**src/include/cfd_pkg.sv**
```systemverilog
/*
  Constants, register map and state codes of the charger fault and
  battery-detect sequencer. Assumes a 100 MHz core clock.
*/
// Function
// [RULE_01] Adapter-present pin on above sleep exit
// [RULE_02] Adapter-present pin off in sleep
// [RULE_03] Charge only while enable input low
// [RULE_04] Enable falling edge clears timers, faults
// [RULE_05] Timer fault high: wait fall, then detect
// [RULE_06] Reset or enable toggle clears timer fault
// [RULE_07] Timer fault low: apply removal-sense current
// [RULE_08] Rise while sensing: sense off, fault high
// [RULE_09] Overvoltage: PWM off, indicators off; the code acts on it in ST_CHARGE only, so ST_DONE keeps the done indicator on
// [RULE_10] Overvoltage latched until battery at recharge
// [RULE_11] Fall after charge done starts detection
// [RULE_12] First drain for interval, check short
// [RULE_13] Wake current for interval, check recharge
// [RULE_14] Both pass: report absent, no charge
// [RULE_15] Either fails: start new charge
// [RULE_16] Crossing while charging: second drain, redetect
// [RULE_17] Indicators: charging first, done second
// [RULE_18] Sync comparators; intervals from clock counters
// [RULE_19] One test current; PWM off meanwhile
package cfd_pkg;
  // ----------------------------------------
  // Register map
  // ----------------------------------------
  localparam logic [7:0] CTRL_OFS = 8'h00;
  localparam logic [7:0] STAT_OFS = 8'h04;
  localparam logic [7:0] IRQ_STAT_OFS = 8'h08;
  localparam logic [7:0] IRQ_MASK_OFS = 8'h0c;
  localparam int CTRL_HOLD_BIT = 0;
  localparam int IRQ_W = 4;
  localparam int IRQ_DONE = 0;
  localparam int IRQ_TFAULT = 1;
  localparam int IRQ_OVP = 2;
  localparam int IRQ_ABSENT = 3;
  localparam logic CTRL_RST = 1'b0;
  localparam logic [IRQ_W-1:0] IRQ_RST = 4'h0;
  // ----------------------------------------
  // Timing
  // ----------------------------------------
  localparam longint CLK_KHZ = 100000;
  localparam longint FIRST_DRAIN_MS = 1000;
  localparam longint WAKE_MS = 500;
  localparam longint SECOND_DRAIN_MS = 100;
  localparam longint SAFETY_S = 18000;
  localparam logic [31:0] FIRST_DRAIN_CYC = 32'(FIRST_DRAIN_MS * CLK_KHZ);
  localparam logic [31:0] WAKE_CYC = 32'(WAKE_MS * CLK_KHZ);
  localparam logic [31:0] SECOND_DRAIN_CYC = 32'(SECOND_DRAIN_MS * CLK_KHZ);
  localparam logic [43:0] SAFETY_CYC = 44'(SAFETY_S * CLK_KHZ * 1000);
  // ----------------------------------------
  // Sequencer states
  // ----------------------------------------
  typedef enum logic [3:0] {
    ST_SLEEP = 4'h0,
    ST_IDLE = 4'h1,
    ST_CHARGE = 4'h2,
    ST_DONE = 4'h3,
    ST_TF_HIGH = 4'h4,
    ST_TF_SENSE = 4'h5,
    ST_OVP = 4'h6,
    ST_DRAIN1 = 4'h7,
    ST_WAKE = 4'h8,
    ST_DRAIN2 = 4'h9,
    ST_ABSENT = 4'ha
  } cfd_state_e;
endpackage

```
**src/rtl/cfd_charger_seq.sv**
```systemverilog
/*
  Charger control sequencer: enable input, safety-timer fault recovery,
  overvoltage latch, battery-absent detection and status pins, with an
  AHB-Lite register slave. Assumes comparators and pins are asynchronous
  and the bus is zero-wait single word transfers.
*/
// Local design decisions: the AHB-Lite register port and the register offsets.
`timescale 1ns/10ps
`default_nettype none
module cfd_charger_seq #(
  parameter logic [31:0] FIRST_DRAIN_CYCLES = cfd_pkg::FIRST_DRAIN_CYC,
  parameter logic [31:0] WAKE_CYCLES = cfd_pkg::WAKE_CYC,
  parameter logic [31:0] SECOND_DRAIN_CYCLES = cfd_pkg::SECOND_DRAIN_CYC,
  parameter logic [43:0] SAFETY_CYCLES = cfd_pkg::SAFETY_CYC
) (
  input wire logic clk,
  input wire logic rst_n,
  input wire logic hsel,
  input wire logic [31:0] haddr,
  input wire logic [1:0] htrans,
  input wire logic hwrite,
  input wire logic [2:0] hsize,
  input wire logic [31:0] hwdata,
  input wire logic hready,
  output logic [31:0] hrdata,
  output logic hreadyout,
  output logic hresp,
  output logic irq,
  input wire logic chargeEnable_n,
  input wire logic supplyAboveSleepExit,
  input wire logic batAboveRecharge,
  input wire logic batBelowShort,
  input wire logic outOvervoltage,
  input wire logic chargeTerminated,
  output logic pwmEnable,
  output logic firstDrainOn,
  output logic wakeCurrentOn,
  output logic secondDrainOn,
  output logic removalSenseOn,
  output logic adapterPresentOut_n,
  output logic adapterPresentOe,
  output logic [1:0] indicatorOut_n,
  output logic [1:0] indicatorOe
);
  // ----------------------------------------
  // State
  // ----------------------------------------
  typedef struct packed {
    cfd_pkg::cfd_state_e st;
    logic [31:0] cnt;
    logic [43:0] safety;
    logic [5:0] sync1;
    logic [5:0] sync2;
    logic ceLast;
    logic batLast;
    logic aSel;
    logic aWrite;
    logic [7:0] aAddr;
    logic ctrlHold;
    logic [cfd_pkg::IRQ_W-1:0] irqStat;
    logic [cfd_pkg::IRQ_W-1:0] irqMask;
    logic [31:0] rdata;
    logic pwm;
    logic [3:0] currents;
    logic pgOn;
    logic [1:0] ind;
  } cfd_regs_s;

  cfd_regs_s cur_reg;
  cfd_regs_s cur_next;

  function automatic logic cfd_is_test(input cfd_pkg::cfd_state_e s);
    cfd_is_test = (s == cfd_pkg::ST_DRAIN1) || (s == cfd_pkg::ST_WAKE) ||
                  (s == cfd_pkg::ST_DRAIN2) || (s == cfd_pkg::ST_TF_SENSE);
  endfunction

  logic ceN;
  logic supOk;
  logic batHigh;
  logic batShort;
  logic ovp;
  logic termDone;
  logic ceFall;
  logic cntDone;
  logic [31:0] interval;
  logic [cfd_pkg::IRQ_W-1:0] irqSet;
  logic [cfd_pkg::IRQ_W-1:0] irqClr;
  logic dWr;

  assign ceN = cur_reg.sync2[0];
  assign supOk = cur_reg.sync2[1];
  assign batHigh = cur_reg.sync2[2];
  assign batShort = cur_reg.sync2[3];
  assign ovp = cur_reg.sync2[4];
  assign termDone = cur_reg.sync2[5];
  assign ceFall = cur_reg.ceLast && !ceN;
  assign dWr = cur_reg.aSel && cur_reg.aWrite;

  always_comb
  begin
    unique case (cur_reg.st)
      cfd_pkg::ST_DRAIN1: interval = FIRST_DRAIN_CYCLES;
      cfd_pkg::ST_WAKE: interval = WAKE_CYCLES;
      default: interval = SECOND_DRAIN_CYCLES;
    endcase
  end
  assign cntDone = (cur_reg.cnt >= interval - 32'h1);

  // ----------------------------------------
  // Next-state logic
  // ----------------------------------------
  always_comb
  begin
    cur_next = cur_reg;
    irqSet = '0;
    // Comparator and pin synchronisers [RULE_18]
    cur_next.sync1 = {chargeTerminated, outOvervoltage, batBelowShort,
                      batAboveRecharge, supplyAboveSleepExit, chargeEnable_n};
    cur_next.sync2 = cur_reg.sync1;
    cur_next.ceLast = ceN;
    // Past synced level for the removal crossing
    cur_next.batLast = batHigh;
    cur_next.cnt = cur_reg.cnt + 32'h1; // [RULE_18]
    if (cur_reg.st == cfd_pkg::ST_CHARGE)
    begin
      cur_next.safety = cur_reg.safety + 44'h1;
    end
    unique case (cur_reg.st)
      cfd_pkg::ST_SLEEP:
      begin
        cur_next.st = cfd_pkg::ST_IDLE;
      end
      cfd_pkg::ST_IDLE:
      begin
        if (!ceN && !cur_reg.ctrlHold)
        begin
          cur_next.st = cfd_pkg::ST_CHARGE; // [RULE_03]
        end
      end
      cfd_pkg::ST_CHARGE:
      begin
        if (ovp)
        begin
          cur_next.st = cfd_pkg::ST_OVP; // [RULE_09]
          irqSet[cfd_pkg::IRQ_OVP] = 1'b1;
        end
        else if (cur_reg.safety >= SAFETY_CYCLES - 44'h1)
        begin
          cur_next.st = batHigh ? cfd_pkg::ST_TF_HIGH : cfd_pkg::ST_TF_SENSE; // [RULE_05] [RULE_07]
          irqSet[cfd_pkg::IRQ_TFAULT] = 1'b1;
        end
        else if (termDone)
        begin
          cur_next.st = cfd_pkg::ST_DONE;
          irqSet[cfd_pkg::IRQ_DONE] = 1'b1;
        end
        else if (cur_reg.batLast && !batHigh)
        begin
          cur_next.st = cfd_pkg::ST_DRAIN2; // [RULE_16]
          cur_next.cnt = '0;
        end
      end
      cfd_pkg::ST_DONE:
      begin
        if (!batHigh)
        begin
          cur_next.st = cfd_pkg::ST_DRAIN1; // [RULE_11]
          cur_next.cnt = '0;
        end
      end
      cfd_pkg::ST_TF_SENSE:
      begin
        if (batHigh)
        begin
          cur_next.st = cfd_pkg::ST_TF_HIGH; // [RULE_08]
        end
      end
      cfd_pkg::ST_TF_HIGH:
      begin
        if (!batHigh)
        begin
          cur_next.st = cfd_pkg::ST_DRAIN1; // [RULE_05]
          cur_next.cnt = '0;
          cur_next.safety = '0;
        end
      end
      cfd_pkg::ST_OVP:
      begin
        if (!batHigh)
        begin
          cur_next.st = cfd_pkg::ST_CHARGE; // [RULE_10]
        end
      end
      cfd_pkg::ST_DRAIN1:
      begin
        if (cntDone)
        begin
          cur_next.cnt = '0;
          cur_next.st = batShort ? cfd_pkg::ST_WAKE : cfd_pkg::ST_CHARGE; // [RULE_12] [RULE_15]
          cur_next.safety = '0;
        end
      end
      cfd_pkg::ST_WAKE:
      begin
        if (cntDone)
        begin
          cur_next.cnt = '0;
          cur_next.safety = '0;
          if (batHigh)
          begin
            cur_next.st = cfd_pkg::ST_ABSENT; // [RULE_13] [RULE_14]
            irqSet[cfd_pkg::IRQ_ABSENT] = 1'b1;
          end
          else
          begin
            cur_next.st = cfd_pkg::ST_CHARGE; // [RULE_15]
          end
        end
      end
      cfd_pkg::ST_DRAIN2:
      begin
        if (cntDone)
        begin
          cur_next.cnt = '0;
          cur_next.st = cfd_pkg::ST_ABSENT; // [RULE_16]
          irqSet[cfd_pkg::IRQ_ABSENT] = 1'b1;
        end
      end
      cfd_pkg::ST_ABSENT:
      begin
        cur_next.cnt = '0;
        cur_next.st = cfd_pkg::ST_DRAIN1; // [RULE_16]
      end
      default:
      begin
        cur_next.st = cfd_pkg::ST_IDLE;
      end
    endcase
    // Enable input and software hold override the sequence
    if (ceN || cur_reg.ctrlHold)
    begin
      cur_next.st = cfd_pkg::ST_IDLE; // [RULE_03]
    end
    if (ceFall && !cur_reg.ctrlHold)
    begin
      cur_next.st = cfd_pkg::ST_CHARGE; // [RULE_04] [RULE_06]
      cur_next.cnt = '0;
      cur_next.safety = '0;
    end
    if (!supOk)
    begin
      cur_next.st = cfd_pkg::ST_SLEEP;
    end
    // ----------------------------------------
    // Registered pin drive
    // ----------------------------------------
    cur_next.pwm = (cur_next.st == cfd_pkg::ST_CHARGE) && !ovp &&
                   !cfd_is_test(cur_next.st); // [RULE_09] [RULE_19]
    cur_next.currents = {cur_next.st == cfd_pkg::ST_TF_SENSE,
                         cur_next.st == cfd_pkg::ST_DRAIN2,
                         cur_next.st == cfd_pkg::ST_WAKE,
                         cur_next.st == cfd_pkg::ST_DRAIN1}; // [RULE_19]
    cur_next.pgOn = supOk; // [RULE_01] [RULE_02]
    cur_next.ind = {cur_next.st == cfd_pkg::ST_DONE,
                    cur_next.st == cfd_pkg::ST_CHARGE}; // [RULE_17]
    // ----------------------------------------
    // Bus slave
    // ----------------------------------------
    cur_next.aSel = hsel && htrans[1] && hready;
    cur_next.aWrite = hwrite;
    cur_next.aAddr = haddr[7:0];
    irqClr = '0;
    if (dWr)
    begin
      unique case (cur_reg.aAddr)
        cfd_pkg::CTRL_OFS: cur_next.ctrlHold = hwdata[cfd_pkg::CTRL_HOLD_BIT];
        cfd_pkg::IRQ_STAT_OFS: irqClr = hwdata[cfd_pkg::IRQ_W-1:0];
        cfd_pkg::IRQ_MASK_OFS: cur_next.irqMask = hwdata[cfd_pkg::IRQ_W-1:0];
        default: cur_next.ctrlHold = cur_reg.ctrlHold;
      endcase
    end
    cur_next.irqStat = (cur_reg.irqStat & ~irqClr) | irqSet;
    cur_next.rdata = '0;
    if (hsel && htrans[1] && hready && !hwrite)
    begin
      unique case (haddr[7:0])
        cfd_pkg::CTRL_OFS: cur_next.rdata = {31'h0, cur_reg.ctrlHold};
        cfd_pkg::STAT_OFS: cur_next.rdata = {24'h0, cur_reg.ind, 2'h0, cur_reg.st};
        cfd_pkg::IRQ_STAT_OFS: cur_next.rdata = {28'h0, cur_reg.irqStat};
        cfd_pkg::IRQ_MASK_OFS: cur_next.rdata = {28'h0, cur_reg.irqMask};
        default: cur_next.rdata = '0;
      endcase
    end
  end

  // ----------------------------------------
  // Registers
  // ----------------------------------------
  always_ff @(posedge clk or negedge rst_n)
  begin
    if (!rst_n)
    begin
      cur_reg <= '0; // [RULE_06]
      cur_reg.st <= cfd_pkg::ST_SLEEP;
      cur_reg.sync1 <= 6'h01;
      cur_reg.sync2 <= 6'h01;
      cur_reg.ceLast <= 1'b1;
      cur_reg.ctrlHold <= cfd_pkg::CTRL_RST;
      cur_reg.irqStat <= cfd_pkg::IRQ_RST;
      cur_reg.irqMask <= cfd_pkg::IRQ_RST;
    end
    else
    begin
      cur_reg <= cur_next;
    end
  end

  // ----------------------------------------
  // Outputs
  // ----------------------------------------
  assign hrdata = cur_reg.rdata;
  assign hreadyout = 1'b1;
  assign hresp = 1'b0;
  assign irq = |(cur_reg.irqStat & cur_reg.irqMask);
  assign pwmEnable = cur_reg.pwm;
  assign firstDrainOn = cur_reg.currents[0];
  assign wakeCurrentOn = cur_reg.currents[1];
  assign secondDrainOn = cur_reg.currents[2];
  assign removalSenseOn = cur_reg.currents[3];
  assign adapterPresentOut_n = 1'b0;
  assign adapterPresentOe = cur_reg.pgOn;
  assign indicatorOut_n = 2'h0;
  assign indicatorOe = cur_reg.ind;
endmodule
`default_nettype wire

```
**config.mk**
```make
export PLATFORM = sky130hd
export DESIGN_NAME = cfd_charger_seq
export DESIGN_NICKNAME = d
export VERILOG_FILES = /design/src/include/cfd_pkg.sv /design/src/rtl/cfd_charger_seq.sv
export SDC_FILE = /design/constraint.sdc
export NUM_CORES = 1
export LEC_CHECK = 0
export ABC_AREA = 1
export BUFFER_PORTS_ARGS = -buffer_cell sky130_fd_sc_hd__buf_2
export CAP_MARGIN = 20
export CORE_MARGIN = 1.5
export CORE_UTILIZATION = 30
export CTS_BUF_LIST = sky130_fd_sc_hd__clkbuf_8
export DETAILED_ROUTE_END_ITERATION = 16
export GPL_ROUTABILITY_DRIVEN = 0
export SLEW_MARGIN = 30
export SYNTH_ARGS = -nofsm -noshare
export SYNTH_HDL_FRONTEND = slang
export SYNTH_SLANG_ARGS = --single-unit
```
**constraint.sdc**
```tcl
create_clock -name clk -period 4.6 [get_ports clk]
set_input_delay 0 -clock clk [delete_from_list [all_inputs] [get_ports clk]]
set_output_delay 0 -clock clk [all_outputs]
set_load 0.03 [all_outputs]
```
==> reports/metrics.cfg, run 1 <==
[clocking]
clock-sinks=127
path_clk_slew_ps=80
cts-root-buf=clkbuf_8
cts_tree=done
clockBufferDepth=2
cts_resized=0
h-tree-depth=4
cts_made_buffers=17
clk-insertion-delay-late_ps=450

[finish]
areaGrowthSynthToFinish_pct=14.0
utilization=0.351
final_nets=1145
fillCellCount=2563
fin_area_sq_um=8600
layout-drive-gt1-share=0.114
insertedDiodeCount=0
largest_reg_flops=103

[detailed_routing]
via_count=6130
drt_wl_total_microns=16600
dr.pass1.iters=5
viasPerCell=4.43
drt-wirelength-per-cell_microns=12.0
dr.first_iter.drc_count=491
ant_nets=0
drc=0

[sta]
slew_viol_final=0
final.setup.tns_ps=0
finalHoldViolCount=0
clock-skew-final_ps=13.0
setup_violations=0
setup_slack_ps=1030
whs_ps=43.5
worstMarginPinSlew_ps=772
period_needed_ps=3570
timing.slew.headroom=0.485
fin_crit_sh=0.777
rsz0062_at_grt=no
clock.fmax_mhz=280

[floorplan]
die_area_sq_um=26100
die-width_microns=162
row_count=57
coreArea_sq_um=24500
start_util=0.308
die_y_microns=162
ioPinCount=126

[outcome]
status=finished, final reports clean

[setup_path]
cp-end-kind=flop
crit_fanout=17
startpoint_type=flop
crit_arrival_ps=3960
required_ps=4980
crit_type=flop to flop

[placement]
io_buffers=38
dp_hpwl_microns=12100
post_dp_cell_area_sq_um=7950
post-place-ws_ps=1010

[hold_path]
min-delay-path-class=input port to flop

[synth]
synth_edf_count=0
ys_ff_latch=127
yosysTopAreaCellShare=0.411
yosysMostFrequentCell=inv_1
yosys-top-cells-count=175 x inv_1, 172 x nand2_1, 126 x nor2_1
synthArstFlopShare=1.00
ys.flop_type=dfrtp_1
syn-instance-count=978
ys_seq_area_frac=0.422
yosys_warnings=0
synth.distinct_cells=50
yosysTopAreaCell=dfrtp_1
syn_avg_cell_area_sq_um=7.72
synth_area_leaders=dfrtp_1 41%, inv_1 8.7%, nand2_1 8.6%, nor2_1 6.3%, buf_4 4.0%
syn_area_sq_um=7550

[grt]
first_global_vias=6034
grt-ovfl-total=0
grt_antenna_before_repair=0
grt_usage=0.134
grt_max_degree=80
grt_pass1_wl_microns=28600

[pwr]
ir_drop_uv=173
leakage_nw=4.34
p_per_area_nw_per_um2=282

[run]
maxCapViolCount=0

## kinds of logic (layout without fill, tap and decap cells)
family	count (synthesis)	in the layout	synth area share
buffers and inverters	229	278	0.137
and+or+nand+nor	481	481	0.303
xor gates and xnor gates	36	36	0.0418
AOI/OAI and AO/OA	84	84	0.0650
adders and majority gates	19	19	0.0315
DFF	127	127	0.422
other	2	34	0.000995
## routing by layer
metal	track usage	vias to the layer above	wire (microns)
met5	0	-	0
met4	0.0350	0	116
met3	0.0329	13	563
met2	0.218	102	7870
met1	0.179	2850	8090
li1	-	3165	-
## final timing paths
check	from	to	slack (ps)	cells after the start
max	cur_reg[149]$_DFF_PN0_	cur_reg[129]$_DFF_PN0_	1030	21
min	htrans[1]	hrdata[0]$_DFF_PN0_	40	7
max reg2reg	cur_reg[149]$_DFF_PN0_	cur_reg[129]$_DFF_PN0_	1030	21
min reg2reg	cur_next[65]$_DFF_PN0_	cur_reg[65]$_DFF_PN0_	340	0
max in group asynchronous	rst_n	batHigh$_DFF_PN0_	3290	3
min in group asynchronous	rst_n	cur_next[64]$_DFF_PN0_	150	2
## worst max-delay path: stages (launching register included)
cell	delay, ps
dfrtp_1	510
nand2_2	120
inv_2	80
nand2_4	110
inv_1	100
nor2_1	430
inv_1	200
ha_1	330
nand2_1	60
nand2_1	40
nand2_1	50
nand2_1	40
nand2_1	50
nand3_1	80
nand2_1	130
nand3_4	120
inv_2	110
o21ai_2	70
o2111ai_4	280
nand2_4	210
or2_2	330
inv_1	50
## stage by stage
step / std cells / power, mW
floorplan: 1010 / 1.37
global placement: 1327 / 1.42
finish: 1383 / 2.42
detailed placement: 1327 / 1.42
CTS: 1383 / 2.46
global route: 1383 / 2.55
## where the power goes
| part | leakage [nW] | switching, mW | total [mW] | internal, mW |
|---|---|---|---|---|
| registers | 1.62 | 0.0338 | 1.20 | 1.16 |
| logic | 2.52 | 0.140 | 0.217 | 0.0768 |
| clock network | 0.202 | 0.462 | 1.01 | 0.548 |
| total | 4.34 | 0.636 | 2.42 | 1.79 |
## layout make-up
class                   instances  area (sq um)  area share
multi-input cells             654          3450       0.402
flip-flops and latches        127          3180       0.370
inverters                     181           684      0.0796
repair buffers                 65           459      0.0534
well taps                     324           405      0.0471
clock buffers                  18           248      0.0288
clock inverters                14           169      0.0196
## layout by cell type, fill, tap and decap left out, types with 24 or more instances in the layout
cell | Yosys | final
nand2_1 | 172 | 172
nor2_1 | 126 | 126
dlygate4sd3_1 | 0 | 24
inv_1 | 175 | 176
o21ai_0 | 33 | 33
nand3_1 | 52 | 52
nor3_1 | 33 | 33
conb_1 | 2 | 34
buf_2 | 2 | 37
dfrtp_1 | 124 | 124
a21oi_1 | 26 | 26
xor2_1 | 30 | 30
nand4_1 | 34 | 34
## timing repair
| item | 4_1_cts | 5_1_grt |
|---|---|---|
| buffers inserted | 0 | 0 |
| endpoints found under the hold margin | 109 | 0 |
| hold buffers | 24 | 0 |
Note: power is estimated with default switching activity, not from simulation.
==> inputs of run 2 (changes only) <==
ABC_AREA = 0   (was 1)
clock period = 3.2 ns   (was 4.6 ns; I/O delays follow)
==> run 2 against run 1 <==
  * The flow now finishes with violations (negative setup slack)
  * Sequential power rose by 44%
  * Setup slack got worse by 1100 ps
  * Critical endpoint is now secondDrainOn$_DFF_PN0_
  * Flip-flop and latch count did not move
  * Cell count fell by 19%
  * Clock skew barely moved
  * Total power rose by 43%
==> reports/metrics.cfg, run 2 <==
[synth]
synth_edf_count=0
yosysTopAreaCell=dfrtp_1
synthArstFlopShare=1.00
ys_seq_area_frac=0.453
ys.flop_type=dfrtp_1
syn_avg_cell_area_sq_um=10.0
synth_area_leaders=dfrtp_1 44%, xor2_1 4.7%, nor2_1 4.7%, xnor2_1 4.5%, buf_4 4.3%
ys_ff_latch=127
syn-instance-count=702
yosysTopAreaCellShare=0.441
yosys-top-cells-count=124 x dfrtp_1, 88 x nor2_1, 57 x nand2_1
syn_area_sq_um=7030
yosys_warnings=0
yosysMostFrequentCell=dfrtp_1
synth.distinct_cells=73

[detailed_routing]
drt-wirelength-per-cell_microns=13.5
dr.first_iter.drc_count=230
drc=0
drt_wl_total_microns=15100
dr.pass1.iters=7
ant_nets=0
viasPerCell=4.65
via_count=5197

[sta]
clock.fmax_mhz=310
clock-skew-final_ps=12.6
worstMarginPinSlew_ps=724
fin_crit_sh=1.01
finalHoldViolCount=0
whs_ps=137
setup_violations=26
slew_viol_final=0
setup_slack_ps=-28.9
period_needed_ps=3230
rsz0062_at_grt=yes
timing.slew.headroom=0.517

[grt]
first_global_vias=5029
grt-ovfl-total=0
grt_usage=0.130
grt_antenna_before_repair=0
grt_pass1_wl_microns=25100
grt_max_degree=58

[placement]
post_dp_cell_area_sq_um=7630
io_buffers=38
dp_hpwl_microns=10400

[clocking]
cts_made_buffers=17
cts-root-buf=clkbuf_8
path_clk_slew_ps=80
h-tree-depth=4
clockBufferDepth=2
clk-insertion-delay-late_ps=460
cts_tree=done
clock-sinks=127

[floorplan]
die-width_microns=156
row_count=55
die_area_sq_um=24400
ioPinCount=126
start_util=0.308
coreArea_sq_um=22800
die_y_microns=156

[setup_path]
required_ps=3600
crit_arrival_ps=3630
cp-end-kind=flop
max_stage_delay_ps=420
crit_fanout=7
cp_slowest_cell=dfrtp_1
startpoint_type=flop
critPathMostFrequentCell=buf_6
path_buf_inv=3
crit_chain=and4b_2 -> buf_6 -> clkinvlp_4 -> ha_4 -> and3_1 -> nand4_1 -> or3_4 -> o21ai_4 -> buf_6 -> o211ai_1 -> a31oi_4 -> and2_4
critPathTopFamily=simple AND/OR/NAND/NOR gates
crit_type=flop to flop

[outcome]
failed_checks=negative setup slack
status=complete, but fails checks

[pwr]
seq_power_share=0.500
p_per_area_nw_per_um2=406
ir_drop_uv=252
pwr-share-comb=0.087
pwr-share-clk=0.413
power_switching_uw=956
swShare=0.276
power_mw=3.46
leakage_nw=3.84
p_int_mw=2.50

[finish]
final_nets=891
mostFrequentLayoutCells=124 x dfrtp_1, 88 x nor2_1, 55 x nand2_1
fillCellCount=2271
layout_commonest_cell=dfrtp_1
fin_area_sq_um=8520
areaGrowthSynthToFinish_pct=21.2
seq_area_sq_um=3180
layout-drive-gt1-share=0.248
largest_reg_flops=103
multiInputGateArea_sq_um=3630
insertedDiodeCount=0

[hold_path]
min-delay-path-class=input port to asynchronous set/reset pin

[run]
maxCapViolCount=0

==> run 2: cell types whose count changed after synthesis, moves of 9 or more <==
cell and change:
a21oi_1 -12, and3_1 +15, clkbuf_1 +9, inv_1 -159
nand2_1 -115, nand3_1 -19, nand4_1 -14, nor2_1 -38
nor3_1 -18, nor3_2 +25, o21ai_0 -22, xnor2_1 +30
==> run 2: routing by layer <==
metal | vias up | global-route usage | routed length [microns]
li1 | 2559 | - | -
met1 | 2504 | 0.180 | 7470
met2 | 110 | 0.195 | 6760
met3 | 24 | 0.0228 | 540
met4 | 0 | 0.0626 | 341
met5 | - | 0 | 0
==> run 2: power by group through the flow <==
stage | sequential, mW | clock (mW) | combinational [mW]
2_1_floorplan | 1.75 | 0 | 0.227
4_1_cts | 1.73 | 1.48 | 0.303
5_1_grt | 1.74 | 1.55 | 0.338
3_3_place_gp | 1.76 | 0 | 0.277
6_report | 1.73 | 1.43 | 0.302
3_5_place_dp | 1.76 | 0 | 0.282
==> run 2: per-stage QoR <==
step / util / worst slack, ps / cells / TNS (ps)
3_3_place_gp: 0.334 / -16.1 / 1057 / -27.1
4_1_cts: 0.361 / -3.47 / 1111 / -3.47
5_1_grt: 0.373 / -105 / 1118 / -3060
3_5_place_dp: 0.334 / 39.4 / 1057 / 0
6_report: 0.373 / -28.9 / 1118 / -182
2_1_floorplan: - / 74.3 / 734 / 0
==> run 2: logic make-up after synthesis <==
family | after synthesis | synth area share
flip-flops | 127 | 0.453
buffers and inverters | 82 | 0.0714
other | 2 | 0.00107
multiplexers | 7 | 0.0112
adder cells (fa/ha/maj) | 19 | 0.0338
XOR/XNOR | 74 | 0.0922
AO/OA/AOI/OAI | 79 | 0.0936
AND/OR/NAND/NOR | 312 | 0.244
==> run 2: final timing paths <==
check                                             from                       to  slack [ps]  depth (start not counted)
min in group clk                        chargeEnable_n   cur_next[61]$_DFF_PN1_         180                          2
worst min register to register  cur_next[62]$_DFF_PN0_    cur_next[2]$_DFF_PN0_         360                          0
worst min-delay path                             rst_n  secondDrainOn$_DFF_PN0_         140                          2
max in group asynchronous                        rst_n   cur_reg[132]$_DFF_PN0_        2220                          3
worst max-delay path            cur_reg[152]$_DFF_PN0_  secondDrainOn$_DFF_PN0_         -30                         12
worst max register to register  cur_reg[152]$_DFF_PN0_  secondDrainOn$_DFF_PN0_         -30                         12
==> run 2: area by class of cell <==
cell class	count	share of cell area
multi-input combinational	525	0.427
sequential	127	0.374
timing repair buffer	104	0.0980
tap	313	0.0460
clock buffer	17	0.0275
clock inverter	15	0.0203
inverter	17	0.00793
==> run 2: what timing repair did <==
item                                   in CTS  in global routing
gates resized for setup                     0                 31
hold buffers                               22                  0
pin swaps                                   1                 13
setup buffers                               0                  6
setup endpoints to repair                   3                 83
gates cloned                                0                  2
endpoints found under the hold margin      84                  0
